<file path="config.mk">
export PLATFORM = sky130hd
export DESIGN_NAME = serial_flash_spi_front_end
export DESIGN_NICKNAME = d
export VERILOG_FILES = /design/src/hdl/flash_front_pkg.sv /design/src/hdl/serial_flash_spi_front_end.sv
export SDC_FILE = /design/constraint.sdc
export NUM_CORES = 1
export LEC_CHECK = 0
export ABC_AREA = 1
export BUFFER_PORTS_ARGS = -buffer_cell sky130_fd_sc_hd__buf_2
export CORE_MARGIN = 4
export CORE_UTILIZATION = 50
export CTS_BUF_LIST = sky130_fd_sc_hd__clkbuf_2 sky130_fd_sc_hd__clkbuf_4 sky130_fd_sc_hd__clkbuf_8
export DETAILED_ROUTE_END_ITERATION = 8
export GPL_TIMING_DRIVEN = 0
export PLACE_DENSITY = 0.67
export SETUP_SLACK_MARGIN = 0.02
export SYNTH_ARGS = -nofsm -noshare
export SYNTH_HDL_FRONTEND = slang
export SYNTH_SLANG_ARGS = --single-unit
</file>
<file path="constraint.sdc">
create_clock -name clk_sys -period 5.9 [get_ports clk_sys]
set_input_delay 0.59 -clock clk_sys [delete_from_list [all_inputs] [get_ports clk_sys]]
set_output_delay 0.59 -clock clk_sys [all_outputs]
set_load 0.01 [all_outputs]
</file>
<file path="src/hdl/flash_front_pkg.sv">
// package: opcodes, constants and types of the serial flash front end
// ==================================================================
package flash_front_pkg;
  // ================================================================
  // timing and reset values, lane enable codes, fill byte and FIFO size
  localparam int          CLK_PERIOD_NS = 40;
  localparam int          PUW_TIME_NS   = 1000;
  localparam int          PUW_CYCLES    = (PUW_TIME_NS + CLK_PERIOD_NS - 1) / CLK_PERIOD_NS;
  localparam logic [15:0] PUW_INIT      = 16'(PUW_CYCLES);
  localparam logic [3:0]  OE_OFF        = 4'hF;
  localparam logic [3:0]  OE_ONE        = 4'hD;
  localparam logic [3:0]  OE_TWO        = 4'hC;
  localparam logic [3:0]  OE_FOUR       = 4'h0;
  localparam logic [7:0]  FILL_BYTE     = 8'hFF;
  localparam int          FIFO_WIDTH    = 8;
  localparam int          FIFO_DEPTH    = 16;
  // status byte field positions
  localparam int BUSY_BIT = 0, LATCH_BIT = 1, LOCKH_BIT = 0, QUAD_BIT = 1;
  // ================================================================
  // opcodes
  localparam logic [7:0] OP_WREN = 8'h06, OP_WRDI = 8'h04, OP_RDSR1 = 8'h05, OP_RDSR2 = 8'h35;
  localparam logic [7:0] OP_WRSR = 8'h01, OP_PP = 8'h02, OP_QPP = 8'h32, OP_SE = 8'h20;
  localparam logic [7:0] OP_BE32 = 8'h52, OP_BE64 = 8'hD8, OP_CE1 = 8'hC7, OP_CE2 = 8'h60;
  localparam logic [7:0] OP_ESR = 8'h44, OP_PSR = 8'h42, OP_SUSPEND = 8'h75, OP_RESUME = 8'h7A;
  localparam logic [7:0] OP_PDOWN = 8'hB9, OP_RELEASE = 8'hAB, OP_READ = 8'h03, OP_FAST = 8'h0B;
  localparam logic [7:0] OP_DOUT2 = 8'h3B, OP_DIO2 = 8'hBB, OP_DOUT4 = 8'h6B, OP_DIO4 = 8'hEB;
  localparam logic [7:0] OP_WIO4 = 8'hE7, OP_OIO4 = 8'hE3;
  // ================================================================
  // types
  typedef enum logic [1:0] {W_ONE, W_TWO, W_FOUR} lane_w_t;
  typedef enum logic [2:0] {PH_IDLE, PH_OPC, PH_ADDR, PH_PAD, PH_DIN, PH_DOUT, PH_DONE, PH_IGN} phase_t;
  typedef struct packed {
    logic known; logic addr; lane_w_t aw; logic [3:0] pad; logic din; logic dout;
    lane_w_t dw; logic stat; logic wc; logic latch_req; logic quad;
  } op_info_t;
  typedef struct packed { logic valid; logic [7:0] opcode; logic [23:0] addr; } cmd_t;
  typedef struct packed { logic valid; logic [7:0] data; } wbyte_t;

  // per-opcode framing and gating class
  function automatic op_info_t decode_op(input logic [7:0] op);
    op_info_t i;
    i = '0;
    i.known = 1'h1;
    case (op)
      OP_WREN: i.wc = 1'h1;
      OP_RDSR1, OP_RDSR2: begin i.dout = 1'h1; i.stat = 1'h1; end
      OP_WRSR: begin i.din = 1'h1; i.latch_req = 1'h1; end
      OP_PP, OP_PSR: begin i.addr = 1'h1; i.din = 1'h1; i.latch_req = 1'h1; end
      OP_QPP: begin i.addr = 1'h1; i.din = 1'h1; i.dw = W_FOUR; i.latch_req = 1'h1; end
      OP_SE, OP_BE32, OP_BE64, OP_ESR: begin i.addr = 1'h1; i.latch_req = 1'h1; end
      OP_CE1, OP_CE2: i.latch_req = 1'h1;
      OP_WRDI, OP_SUSPEND, OP_RESUME, OP_PDOWN, OP_RELEASE: i.known = 1'h1;
      OP_READ: begin i.addr = 1'h1; i.dout = 1'h1; end
      OP_FAST: begin i.addr = 1'h1; i.pad = 4'h8; i.dout = 1'h1; end
      OP_DOUT2: begin i.addr = 1'h1; i.pad = 4'h8; i.dout = 1'h1; i.dw = W_TWO; end
      OP_DIO2: begin i.addr = 1'h1; i.aw = W_TWO; i.pad = 4'h4; i.dout = 1'h1; i.dw = W_TWO; end
      OP_DOUT4: begin i.addr = 1'h1; i.pad = 4'h8; i.dout = 1'h1; i.dw = W_FOUR; end
      OP_DIO4: begin i.addr = 1'h1; i.aw = W_FOUR; i.pad = 4'h6; i.dout = 1'h1; i.dw = W_FOUR; end
      OP_WIO4: begin i.addr = 1'h1; i.aw = W_FOUR; i.pad = 4'h4; i.dout = 1'h1; i.dw = W_FOUR; end
      OP_OIO4: begin i.addr = 1'h1; i.aw = W_FOUR; i.pad = 4'h2; i.dout = 1'h1; i.dw = W_FOUR; end
      default: i.known = 1'h0;
    endcase
    i.wc   = i.wc | i.latch_req;
    i.quad = (i.aw == W_FOUR) || (i.dw == W_FOUR);
    return i;
  endfunction : decode_op
endpackage : flash_front_pkg

</file>
<file path="src/hdl/serial_flash_spi_front_end.sv">
// serial flash SPI front end with its read-data FIFO
`timescale 1ns/1ps
`default_nettype none
// ==================================================================
// read-data FIFO
module word_fifo #(
  parameter int WIDTH = 8,
  parameter int DEPTH = 16
) (
  input  wire logic             clk_sys,
  input  wire logic             rst_n,
  input  wire logic             flush,
  input  wire logic [WIDTH-1:0] in_data,
  input  wire logic             in_valid,
  output logic                  in_ready,
  output logic [WIDTH-1:0]      out_data,
  output logic                  out_valid,
  input  wire logic             out_ready
);
  localparam int AW = $clog2(DEPTH);
  typedef struct packed {
    logic [DEPTH-1:0][WIDTH-1:0] mem;
    logic [AW:0]                 wr;
    logic [AW:0]                 rd;
  } fifo_st_t;
  fifo_st_t    q;
  fifo_st_t    d;
  logic [AW:0] fill;

  // the extra pointer bit keeps full and empty exact
  assign fill      = q.wr - q.rd;
  assign in_ready  = (fill != (AW+1)'(DEPTH));
  assign out_valid = (fill != '0);
  assign out_data  = q.mem[q.rd[AW-1:0]];

  // push, pop and flush
  always_comb begin
    d = q;
    if (in_valid && in_ready) begin
      d.mem[q.wr[AW-1:0]] = in_data;
      d.wr = q.wr + 1'h1;
    end
    if (out_valid && out_ready) d.rd = q.rd + 1'h1;
    if (flush) begin
      d.wr = '0;
      d.rd = '0;
    end
  end

  always_ff @(posedge clk_sys or negedge rst_n) begin
    if (!rst_n) q <= '0;
    else q <= d;
  end
endmodule : word_fifo

// ==================================================================
// serial front end
module serial_flash_spi_front_end
  import flash_front_pkg::*;
(
  input  wire logic       clk_sys,
  input  wire logic       rst_n,
  input  wire logic       cs_n,
  input  wire logic       sclk,
  input  wire logic [3:0] lane_i,
  output logic [3:0]      lane_o,
  output logic [3:0]      lane_oe_n,
  input  wire logic       quad_enable,
  input  wire logic       status_lock_low,
  input  wire logic       status_lock_high,
  input  wire logic       op_done,
  input  wire logic [7:0] rd_data,
  input  wire logic       rd_valid,
  output logic            rd_ready,
  output cmd_t            cmd,
  output wbyte_t          wr_byte,
  output logic            write_latch_bit,
  output logic            busy,
  output logic            powered_down
);
  typedef struct packed {
    logic [5:0]  sync1;
    logic [5:0]  sync2;
    logic        sclk_prev;
    phase_t      phase;
    logic [4:0]  cnt;
    logic [23:0] shin;
    logic [7:0]  opcode;
    logic [23:0] addr;
    op_info_t    info;
    logic [7:0]  shout;
    logic [3:0]  left;
    logic        got;
    logic        paused;
    logic        armed;
    logic        latch;
    logic        busy;
    logic        pd;
    logic [15:0] puw;
    logic [3:0]  lane_o;
    logic [3:0]  drv;
    logic [3:0]  oe_n;
    cmd_t        cmd;
    wbyte_t      wrb;
  } st_t;

  st_t        q;
  st_t        d;
  logic       cs_hi;
  logic       sck;
  logic [3:0] lv;
  logic       rise;
  logic       fall;
  logic       locked;
  logic       ok;
  logic       pop;
  logic [7:0] f_data;
  logic       f_valid;
  logic [7:0] opc;
  logic [7:0] byte_out;
  op_info_t   i;

  // bits taken per clock for a lane width
  function automatic logic [3:0] lane_bits(input lane_w_t w);
    case (w)
      W_TWO:   return 4'h2;
      W_FOUR:  return 4'h4;
      default: return 4'h1;
    endcase
  endfunction : lane_bits

  // last clock index of an address or data byte phase
  function automatic logic [4:0] last_clk(input lane_w_t w, input logic is_addr);
    case (w)
      W_TWO:   return is_addr ? 5'h0B : 5'h03;
      W_FOUR:  return is_addr ? 5'h05 : 5'h01;
      default: return is_addr ? 5'h17 : 5'h07;
    endcase
  endfunction : last_clk

  // lane1 (or lane3) carries the most significant bit of a group
  function automatic logic [23:0] shift_in(input logic [23:0] s, input lane_w_t w, input logic [3:0] l);
    case (w)
      W_TWO:   return {s[21:0], l[1:0]};
      W_FOUR:  return {s[19:0], l};
      default: return {s[22:0], l[0]};
    endcase
  endfunction : shift_in

  // pin views after the two-stage synchroniser
  assign cs_hi  = q.sync2[5];
  assign sck    = q.sync2[4];
  assign lv     = q.sync2[3:0];
  assign rise   = sck && !q.sclk_prev;
  assign fall   = !sck && q.sclk_prev;
  assign opc    = {q.shin[6:0], lv[0]};
  assign i      = decode_op(opc);
  // protect pin has no meaning once lane2 is a data lane
  assign locked = status_lock_high || (status_lock_low && !quad_enable && !lv[2]);

  word_fifo #(.WIDTH(FIFO_WIDTH), .DEPTH(FIFO_DEPTH)) u_rd_fifo (
    .clk_sys   (clk_sys),
    .rst_n     (rst_n),
    .flush     (cs_hi),
    .in_data   (rd_data),
    .in_valid  (rd_valid),
    .in_ready  (rd_ready),
    .out_data  (f_data),
    .out_valid (f_valid),
    .out_ready (pop)
  );

  // frame sequencer: one pass per system clock
  always_comb begin
    d           = q;
    d.sync1     = {cs_n, sclk, lane_i};
    d.sync2     = q.sync1;
    d.sclk_prev = sck;
    d.cmd.valid = 1'h0;
    d.wrb.valid = 1'h0;
    pop         = 1'h0;
    ok          = 1'h0;
    byte_out    = FILL_BYTE;
    if (q.puw != '0) d.puw = q.puw - 16'h0001;
    // engine completion; a start in the same cycle still wins below
    if (op_done) d.busy = 1'h0;
    // pause tracks the pin only while the clock is low
    if (!sck) d.paused = !lv[3] && !cs_hi && !quad_enable && !q.info.quad;
    if (cs_hi) begin
      d.armed  = 1'h1;
      d.paused = 1'h0;
      d.phase  = PH_IDLE;
      d.drv    = OE_OFF;
      d.info   = '0;
      // only a whole instruction takes effect at deselect
      if (q.phase == PH_DONE || (q.phase == PH_DIN && q.cnt == '0 && q.got)) begin
        case (q.opcode)
          OP_WREN:    d.latch = 1'h1;
          OP_WRDI:    d.latch = 1'h0;
          OP_PDOWN:   d.pd = 1'h1;
          OP_RELEASE: d.pd = 1'h0;
          default: begin
            d.cmd = '{1'h1, q.opcode, q.addr};
            if (q.info.latch_req) begin
              d.latch = 1'h0;
              d.busy = 1'h1;
            end
          end
        endcase
      end
    end else if (q.armed && !q.paused) begin
      if (q.phase == PH_IDLE) begin
        d.phase = PH_OPC;
        d.cnt   = '0;
        d.got   = 1'h0;
        d.left  = '0;
      end else if (rise) begin
        d.cnt = q.cnt + 5'h01;
        case (q.phase)
          PH_OPC: begin
            d.shin = {q.shin[22:0], lv[0]};
            if (q.cnt == 5'h07) begin
              ok = i.known;
              if (q.pd && opc != OP_RELEASE) ok = 1'h0;
              if (q.busy && opc != OP_RDSR1 && opc != OP_RDSR2 && opc != OP_SUSPEND) ok = 1'h0;
              if (i.wc && q.puw != '0) ok = 1'h0;
              if (i.latch_req && !q.latch) ok = 1'h0;
              if (i.quad && !quad_enable) ok = 1'h0;
              if (opc == OP_WRSR && locked) ok = 1'h0;
              d.opcode = opc;
              d.info   = i;
              d.cnt    = '0;
              if (i.quad) d.paused = 1'h0;
              // a refused instruction only waits for deselect
              d.phase = !ok ? PH_IGN : i.addr ? PH_ADDR : i.din ? PH_DIN : i.dout ? PH_DOUT : PH_DONE;
            end
          end
          PH_ADDR: begin
            d.shin = shift_in(q.shin, q.info.aw, lv);
            if (q.cnt == last_clk(q.info.aw, 1'h1)) begin
              d.addr = d.shin;
              d.cnt  = '0;
              // reads start at once so the FIFO fills during the pad
              if (q.info.dout) d.cmd = '{1'h1, q.opcode, d.shin};
              d.phase = (q.info.pad != '0) ? PH_PAD : q.info.din ? PH_DIN : q.info.dout ? PH_DOUT : PH_DONE;
            end
          end
          PH_PAD: begin
            if (q.cnt == {1'h0, q.info.pad} - 5'h01) begin
              d.cnt   = '0;
              d.phase = PH_DOUT;
            end
          end
          PH_DIN: begin
            d.shin = shift_in(q.shin, q.info.dw, lv);
            if (q.cnt == last_clk(q.info.dw, 1'h0)) begin
              d.cnt = '0;
              d.got = 1'h1;
              d.wrb = '{1'h1, d.shin[7:0]};
            end
          end
          PH_DONE: d.phase = PH_IGN;
          default: d.cnt = q.cnt;
        endcase
      end else if (fall && q.phase == PH_DOUT) begin
        if (q.left != '0) begin
          byte_out = q.shout;
        end else if (q.info.stat) begin
          byte_out = '0;
          if (q.opcode == OP_RDSR1) begin
            byte_out[BUSY_BIT] = q.busy;
            byte_out[LATCH_BIT] = q.latch;
          end else begin
            byte_out[LOCKH_BIT] = status_lock_high;
            byte_out[QUAD_BIT]  = quad_enable;
          end
        end else if (f_valid) begin
          byte_out = f_data;
          pop      = 1'h1;
        end
        case (q.info.dw)
          W_TWO: begin
            d.lane_o = {2'h0, byte_out[7:6]};
            d.shout  = {byte_out[5:0], 2'h0};
            d.drv    = OE_TWO;
          end
          W_FOUR: begin
            d.lane_o = byte_out[7:4];
            d.shout  = {byte_out[3:0], 4'h0};
            d.drv    = OE_FOUR;
          end
          default: begin
            d.lane_o = {2'h0, byte_out[7], 1'h0};
            d.shout  = {byte_out[6:0], 1'h0};
            d.drv    = OE_ONE;
          end
        endcase
        d.left = ((q.left == '0) ? 4'h8 : q.left) - lane_bits(q.info.dw);
      end
    end
    d.oe_n = (d.paused || cs_hi) ? OE_OFF : d.drv;
  end

  // supply reset clears the state, floats the lanes and holds off the power-up delay
  always_ff @(posedge clk_sys or negedge rst_n) begin
    if (!rst_n) begin
      q      <= '0;
      q.puw  <= PUW_INIT;
      q.drv  <= OE_OFF;
      q.oe_n <= OE_OFF;
    end else begin
      q <= d;
    end
  end

  assign lane_o          = q.lane_o;
  assign lane_oe_n       = q.oe_n;
  assign cmd             = q.cmd;
  assign wr_byte         = q.wrb;
  assign write_latch_bit = q.latch;
  assign busy            = q.busy;
  assign powered_down    = q.pd;
endmodule : serial_flash_spi_front_end
`default_nettype wire

</file>
After elaboration in Yosys (flattened, before gate mapping)
Index checks and enable logic that the tools add are counted.
{ "classes": {"addsub": 7, "order_cmp": 3, "n_eq_ne": 59, "n_mux": 128, "bitwise": 5, "n_reduce_logical": 87} }
{ "ops": {"columns": ["operator", "count"], "rows": [
  ["33-bit 2-to-1 mux", 6],
  ["80-bit 2-to-1 mux", 2],
  ["128-bit bitwise mux", 1],
  ["42-bit 2-to-1 mux", 3],
  ["24-bit case mux with 2 select lines", 2],
  ["94-bit 2-to-1 mux", 1],
  ["8-bit 2-to-1 mux", 11],
  ["8-bit equality test, second input constant", 10],
  ["24-bit case mux with 3 select lines", 1],
  ["5-bit 2-to-1 mux", 14],
  ["8-bit by 7-bit equality test with 1-bit output, second input constant", 7],
  ["8-bit by 3-bit equality test with 1-bit output, second input constant", 6],
  ["24-bit 2-to-1 mux", 2],
  ["4-bit 2-to-1 mux", 12],
  ["1-bit 2-to-1 mux", 37],
  ["8-bit binary-select mux with 4-bit select", 1],
  ["8-bit demux with 4-bit select", 1],
  ["8-bit by 6-bit equality test with 1-bit output, second input constant", 4],
  ["16-bit 2-to-1 mux", 2],
  ["8-bit case mux with 2 select lines", 2],
  ["2-bit nonzero test", 14],
  ["9-bit 2-to-1 mux", 3],
  ["26-bit OR reduction", 1],
  ["5-bit case mux with 5 select lines", 1],
  ["61 further kinds", 145]
]} }
{ "totals": {"regBits": 316, "word_cells": 340} }

Depth between registers and ports, before layout
{ "logic_depth": {"depth_word": 24, "mapped_depth": 18, "ltp_nobuf": 17} }

Modules after synthesis
Synthesis repeated with hierarchy kept, for this count alone.
{ "hier_totals": {"hier_cells": 2189, "hier_area_um2": 17444.2} }
{ "by_module_without_submodules": {"columns": ["mod", "instances", "cells_each", "area_per_inst_um2", "seq_area_each_um2"], "rows": [
  ["serial_flash_spi_front_end", 1, 1254, 9940.8, 4393.0],
  ["word_fifo", 1, 935, 7503.4, 3453.3]
]} }

Least setup slack after synthesis
OpenSTA, ideal clock, no wires.
{ "synth_timing": {"path_kind": "register to register", "from": "register u_rd_fifo.q[1] in the netlist's numbering", "to": "register u_rd_fifo.q[91] in the netlist's numbering", "arrival_time_ns": 2.468, "setup_slack_ns": 3.294, "path_stages_with_launch": 17, "path_cell_list": "dfrtp_1 > inv_1 > clkbuf_1 > ha_1 > nand2_1 > nand2_2 > a21oi_2 > o21bai_2 > xor2_1 > nand2b_4 > nand2_4 > inv_4 > buf_12 > nand3_4 > buf_6 > nand2_1 > o21ai_2"} }
{ "synth_between": {"elab_chain_len": 3} }
{ "synth_rtl": {"columns": ["item", "line_no", "source"], "rows": [
  ["start: declaration", "serial_flash_spi_front_end.sv:26", "fifo_st_t q;"],
  ["start signal: assignment", "serial_flash_spi_front_end.sv:51", "if (!rst_n) q <= '0;"],
  ["start signal: assignment", "serial_flash_spi_front_end.sv:52", "else q <= d;"],
  ["5-bit subtractor", "serial_flash_spi_front_end.sv:31", "assign fill = q.wr - q.rd;"],
  ["5-bit inequality test", "serial_flash_spi_front_end.sv:32", "assign in_ready = (fill != (AW+1)'(DEPTH));"],
  ["named net rd_ready", "serial_flash_spi_front_end.sv:74", "output logic rd_ready,"],
  ["1-bit logical AND", "serial_flash_spi_front_end.sv:39", "if (in_valid && in_ready) begin"]
]} }
The timed path passes the listed nets, and every way through them passes these cells.
A chain may end at the register's enable or synchronous reset.

Worst setup path after layout
{ "layout_timing": {"from": "register u_rd_fifo.q[1] in the netlist's numbering", "to": "output port rd_ready"} }
{ "layout_between": {"elab_chain_len": 2} }
{ "layout_rtl": {"columns": ["item", "line_no"], "rows": [
  ["5-bit subtractor", "serial_flash_spi_front_end.sv:31"],
  ["5-bit inequality test", "serial_flash_spi_front_end.sv:32"],
  ["end: declaration", "serial_flash_spi_front_end.sv:74"]
]} }
No other way between the ends.

==> flow_summary.json <==
{
  "synth_top_family_by_area": "simple AND/OR/NAND/NOR gates",
  "dp_hpwl_um": 35380,
  "area_growth_pct": 13.09,
  "slew_headroom_pct": 38.51,
  "slew_viol_final": 0,
  "syn_area_um2": 16630,
  "cp_max_fo": 10,
  "yosys_warnings": 0,
  "grt_pass1_vias": 14060,
  "fin_total_pwr_uw": 5390,
  "hold_viol_final": 0,
  "tritoncts": "done",
  "start_kind": "register",
  "htreeDepth": 2,
  "cts_root_buf": "clkbuf_8",
  "post_cts_resized": 0,
  "antenna_found_initial": 0,
  "fin_crit_sh_pct": 64.90,
  "finish.utilization_pct": 57.51,
  "drive_above_1_share_pct": 18.41,
  "layout.cells.non_filler": 2609,
  "finalSetupViolCount": 0,
  "rsz0062_at_grt": "false",
  "synth_fa_ha_area_share_pct": 1.851,
  "track_usage_pct": 27.00,
  "arrival_ns": 3.24,
  "grt_max_degree": 120,
  "overflow": 0,
  "clock_path_buffers": 3,
  "maxCapViolCount": 0,
  "pre_cts_ws_ns": 2.370,
  "yosysUniqueCellTypes": 54,
  "n_antenna_cell": 0,
  "grt_pass1_wl_um": 77780,
  "synthCells": 1995,
  "clkTransAtPathRegs_ns": 0.06,
  "worstPathRequired_ns": 5.31,
  "ys_ff_latch": 313,
  "ant_nets": 0,
  "clk_latency_ns": 0.65,
  "syn_avg_cell_area_um2": 8.336,
  "avgViaCountPerCell": 5.616,
  "coreArea_um2": 32700,
  "synthXorXnorAreaFrac_pct": 1.264,
  "place_area_um2": 17650,
  "final.setup.worst_slack_ns": 2.071,
  "die_x_um": 190.4,
  "wl_per_cell_um": 18.67,
  "core.rowCount": 66,
  "post_cts_buffers": 0,
  "multiInputGateArea_um2": 7254,
  "worst_slew_pin_slew_ns": 0.9139,
  "synth_compound_area_share_pct": 19.94,
  "gp_congestion": 0.9801,
  "ir_drop_v": 0.0001809,
  "fin_area_um2": 18810,
  "dr.pass1.iters": 5,
  "timing.fmax_mhz": 261.1,
  "power_leakage_uw": 0.008893,
  "wirelength_um": 48720,
  "seq_area_um2": 7846,
  "initial_core_util_pct": 50.86,
  "cts_hold_buf": 0,
  "drc": 0,
  "fill_cells": 3074,
  "crit_path_end_kind": "primary output",
  "status": "completed",
  "nets": 2173,
  "muxShareOfSynthArea_pct": 0,
  "final.setup_skew_ns": 0.02058,
  "critPathKind": "register to primary output",
  "die_h_um": 190.4,
  "synth_simple_gate_area_share_pct": 20.57,
  "min_period_ns": 3.829,
  "numPortBuffers": 74,
  "ios": 75,
  "seq_area_frac_synth_pct": 47.18,
  "cts.sinks": 313,
  "hold_path.class": "primary input to asynchronous set/reset pin",
  "power.density_nw_per_um2": 286.6,
  "die_area_um2": 36240,
  "dp_cells": 2514,
  "drt_iter0_drc": 1459,
  "syn_nets": 2040,
  "detailroute.via_count": 14650,
  "numCtsBuffers": 54
}
[metal layers]
metal | part of all wire (%) | vias to the layer above | wire length (um) | track usage [%]
li1 | - | 6928 | - | -
met1 | 48 | 7033 | 23410 | 41.92
met2 | 41 | 604 | 20030 | 37.94
met3 | 8.6 | 86 | 4186 | 6.335
met4 | 2.2 | 0 | 1092 | 7.155
met5 | 0 | - | 0 | 0
[cell type report]
| class | count | area share (%) |
|---|---|---|
| Sequential cell | 313 | 41.72 |
| Multi-Input combinational cell | 1364 | 38.57 |
| Clock buffer | 86 | 5.761 |
| Buffer | 148 | 4.730 |
| Inverter | 170 | 3.406 |
| Tap cell | 442 | 2.940 |
| Timing Repair Buffer | 77 | 2.461 |
| Clock inverter | 9 | 0.4125 |
[kinds of logic (layout without fill, tap and decap cells)]
family / count (synthesis) / in the layout
XOR/XNOR: 24 / 24
flip-flops: 313 / 313
buffers and inverters: 318 / 490
AO/OA/AOI/OAI: 536 / 536
adder cells (fa/ha/maj): 24 / 24
AND/OR/NAND/NOR: 780 / 780
[metrics by stage]
stage	hold WS, ns	setup TNS (ns)
final	0.008169	0
after CTS	0.002394	0
after global routing	0.01362	0
after floorplan	0.2944	0
after detailed placement	0.3410	0
after global placement	0.3324	-505.37
[where the power goes]
group | switching [uW] | internal (uW) | leakage (uW)
Combinational | 587 | 251 | 0.00407
Sequential | 121 | 2320 | 0.00420
Clock | 910 | 1200 | 0.000624
[critical path, cell delays in order (launching register included)]
cell      delay [ns]
dfrtp_1         0.51
inv_1           0.30
clkbuf_1        0.52
ha_1            0.35
nand2_1         0.09
nand2_2         0.06
a21oi_2         0.18
xor2_1          0.10
nor3_2          0.21
nand2b_4        0.11
buf_2           0.15
[Yosys cell counts (all sizes together)]
| master | count | area, um2 |
|---|---|---|
| nand2 | 428 | 1632 |
| o21ai | 347 | 1992 |
| dfrtp | 302 | 7557 |
| nor2 | 229 | 945.9 |
| inv | 164 | 618.1 |
| buf | 86 | 656.9 |
| nand3 | 77 | 510.5 |
| clkbuf | 62 | 232.7 |
| o22ai | 56 | 350.3 |
| a21oi | 42 | 214.0 |
| o221ai | 40 | 350.3 |
| ha | 23 | 287.8 |
| xor2 | 17 | 148.9 |
| nand4 | 16 | 100.1 |
| nor3 | 15 | 106.4 |
| o211ai | 13 | 97.59 |
| a22o | 11 | 96.34 |
| dfstp | 11 | 289.0 |
| nand3b | 8 | 60.06 |
| xnor2 | 7 | 61.31 |
| a22oi | 6 | 45.04 |
| clkinv | 6 | 22.52 |
| a211oi | 4 | 30.03 |
| a221oi | 4 | 35.03 |
| a32oi | 4 | 35.03 |
| a31oi | 3 | 18.77 |
| nor4 | 3 | 33.78 |
| o21a | 3 | 22.52 |
| a21boi | 1 | 7.510 |
| and2 | 1 | 6.260 |
| fa | 1 | 20.02 |
| nand2b | 1 | 13.76 |
| o211a | 1 | 10.01 |
| o21bai | 1 | 11.26 |
| or2 | 1 | 6.260 |
| or3 | 1 | 6.260 |
[state kept, by name, indices dropped and copies added, names as in the netlist]
register and flops:
lane_o 4, write_latch_bit 1, lv 4, powered_down 1
lane_oe_n 4, cs_hi 1, opc 7, q 103
busy 1, wr_byte 9, u_rd_fifo.q 138, cmd 33
d 7
[placed cells by master (no fill, tap or decap), drive strengths merged, types with 23 or more instances in the layout]
cell type    n
nor2       229
nand2      428
clkbuf     148
o22ai       56
ha          23
o21ai      347
nand3       77
a21oi       42
o221ai      40
buf        163
inv        166
dfrtp      302
[worst paths after layout]
kind	startpoint	endpoint	slack, ns	depth (start not counted)
max in group asynchronous	rst_n	q[165]	4.87	3
max reg2reg	u_rd_fifo.q[1]	u_rd_fifo.q[4]	2.34	14
min reg2reg	d[169]	lv[0]	0.35	0
min in group clk_sys	lane_i[0]	d[169]	0.06	1
min	rst_n	u_rd_fifo.q[24]	0.008	2
max	u_rd_fifo.q[1]	rd_ready	2.07	10
Power figures use the tool's default switching activity.
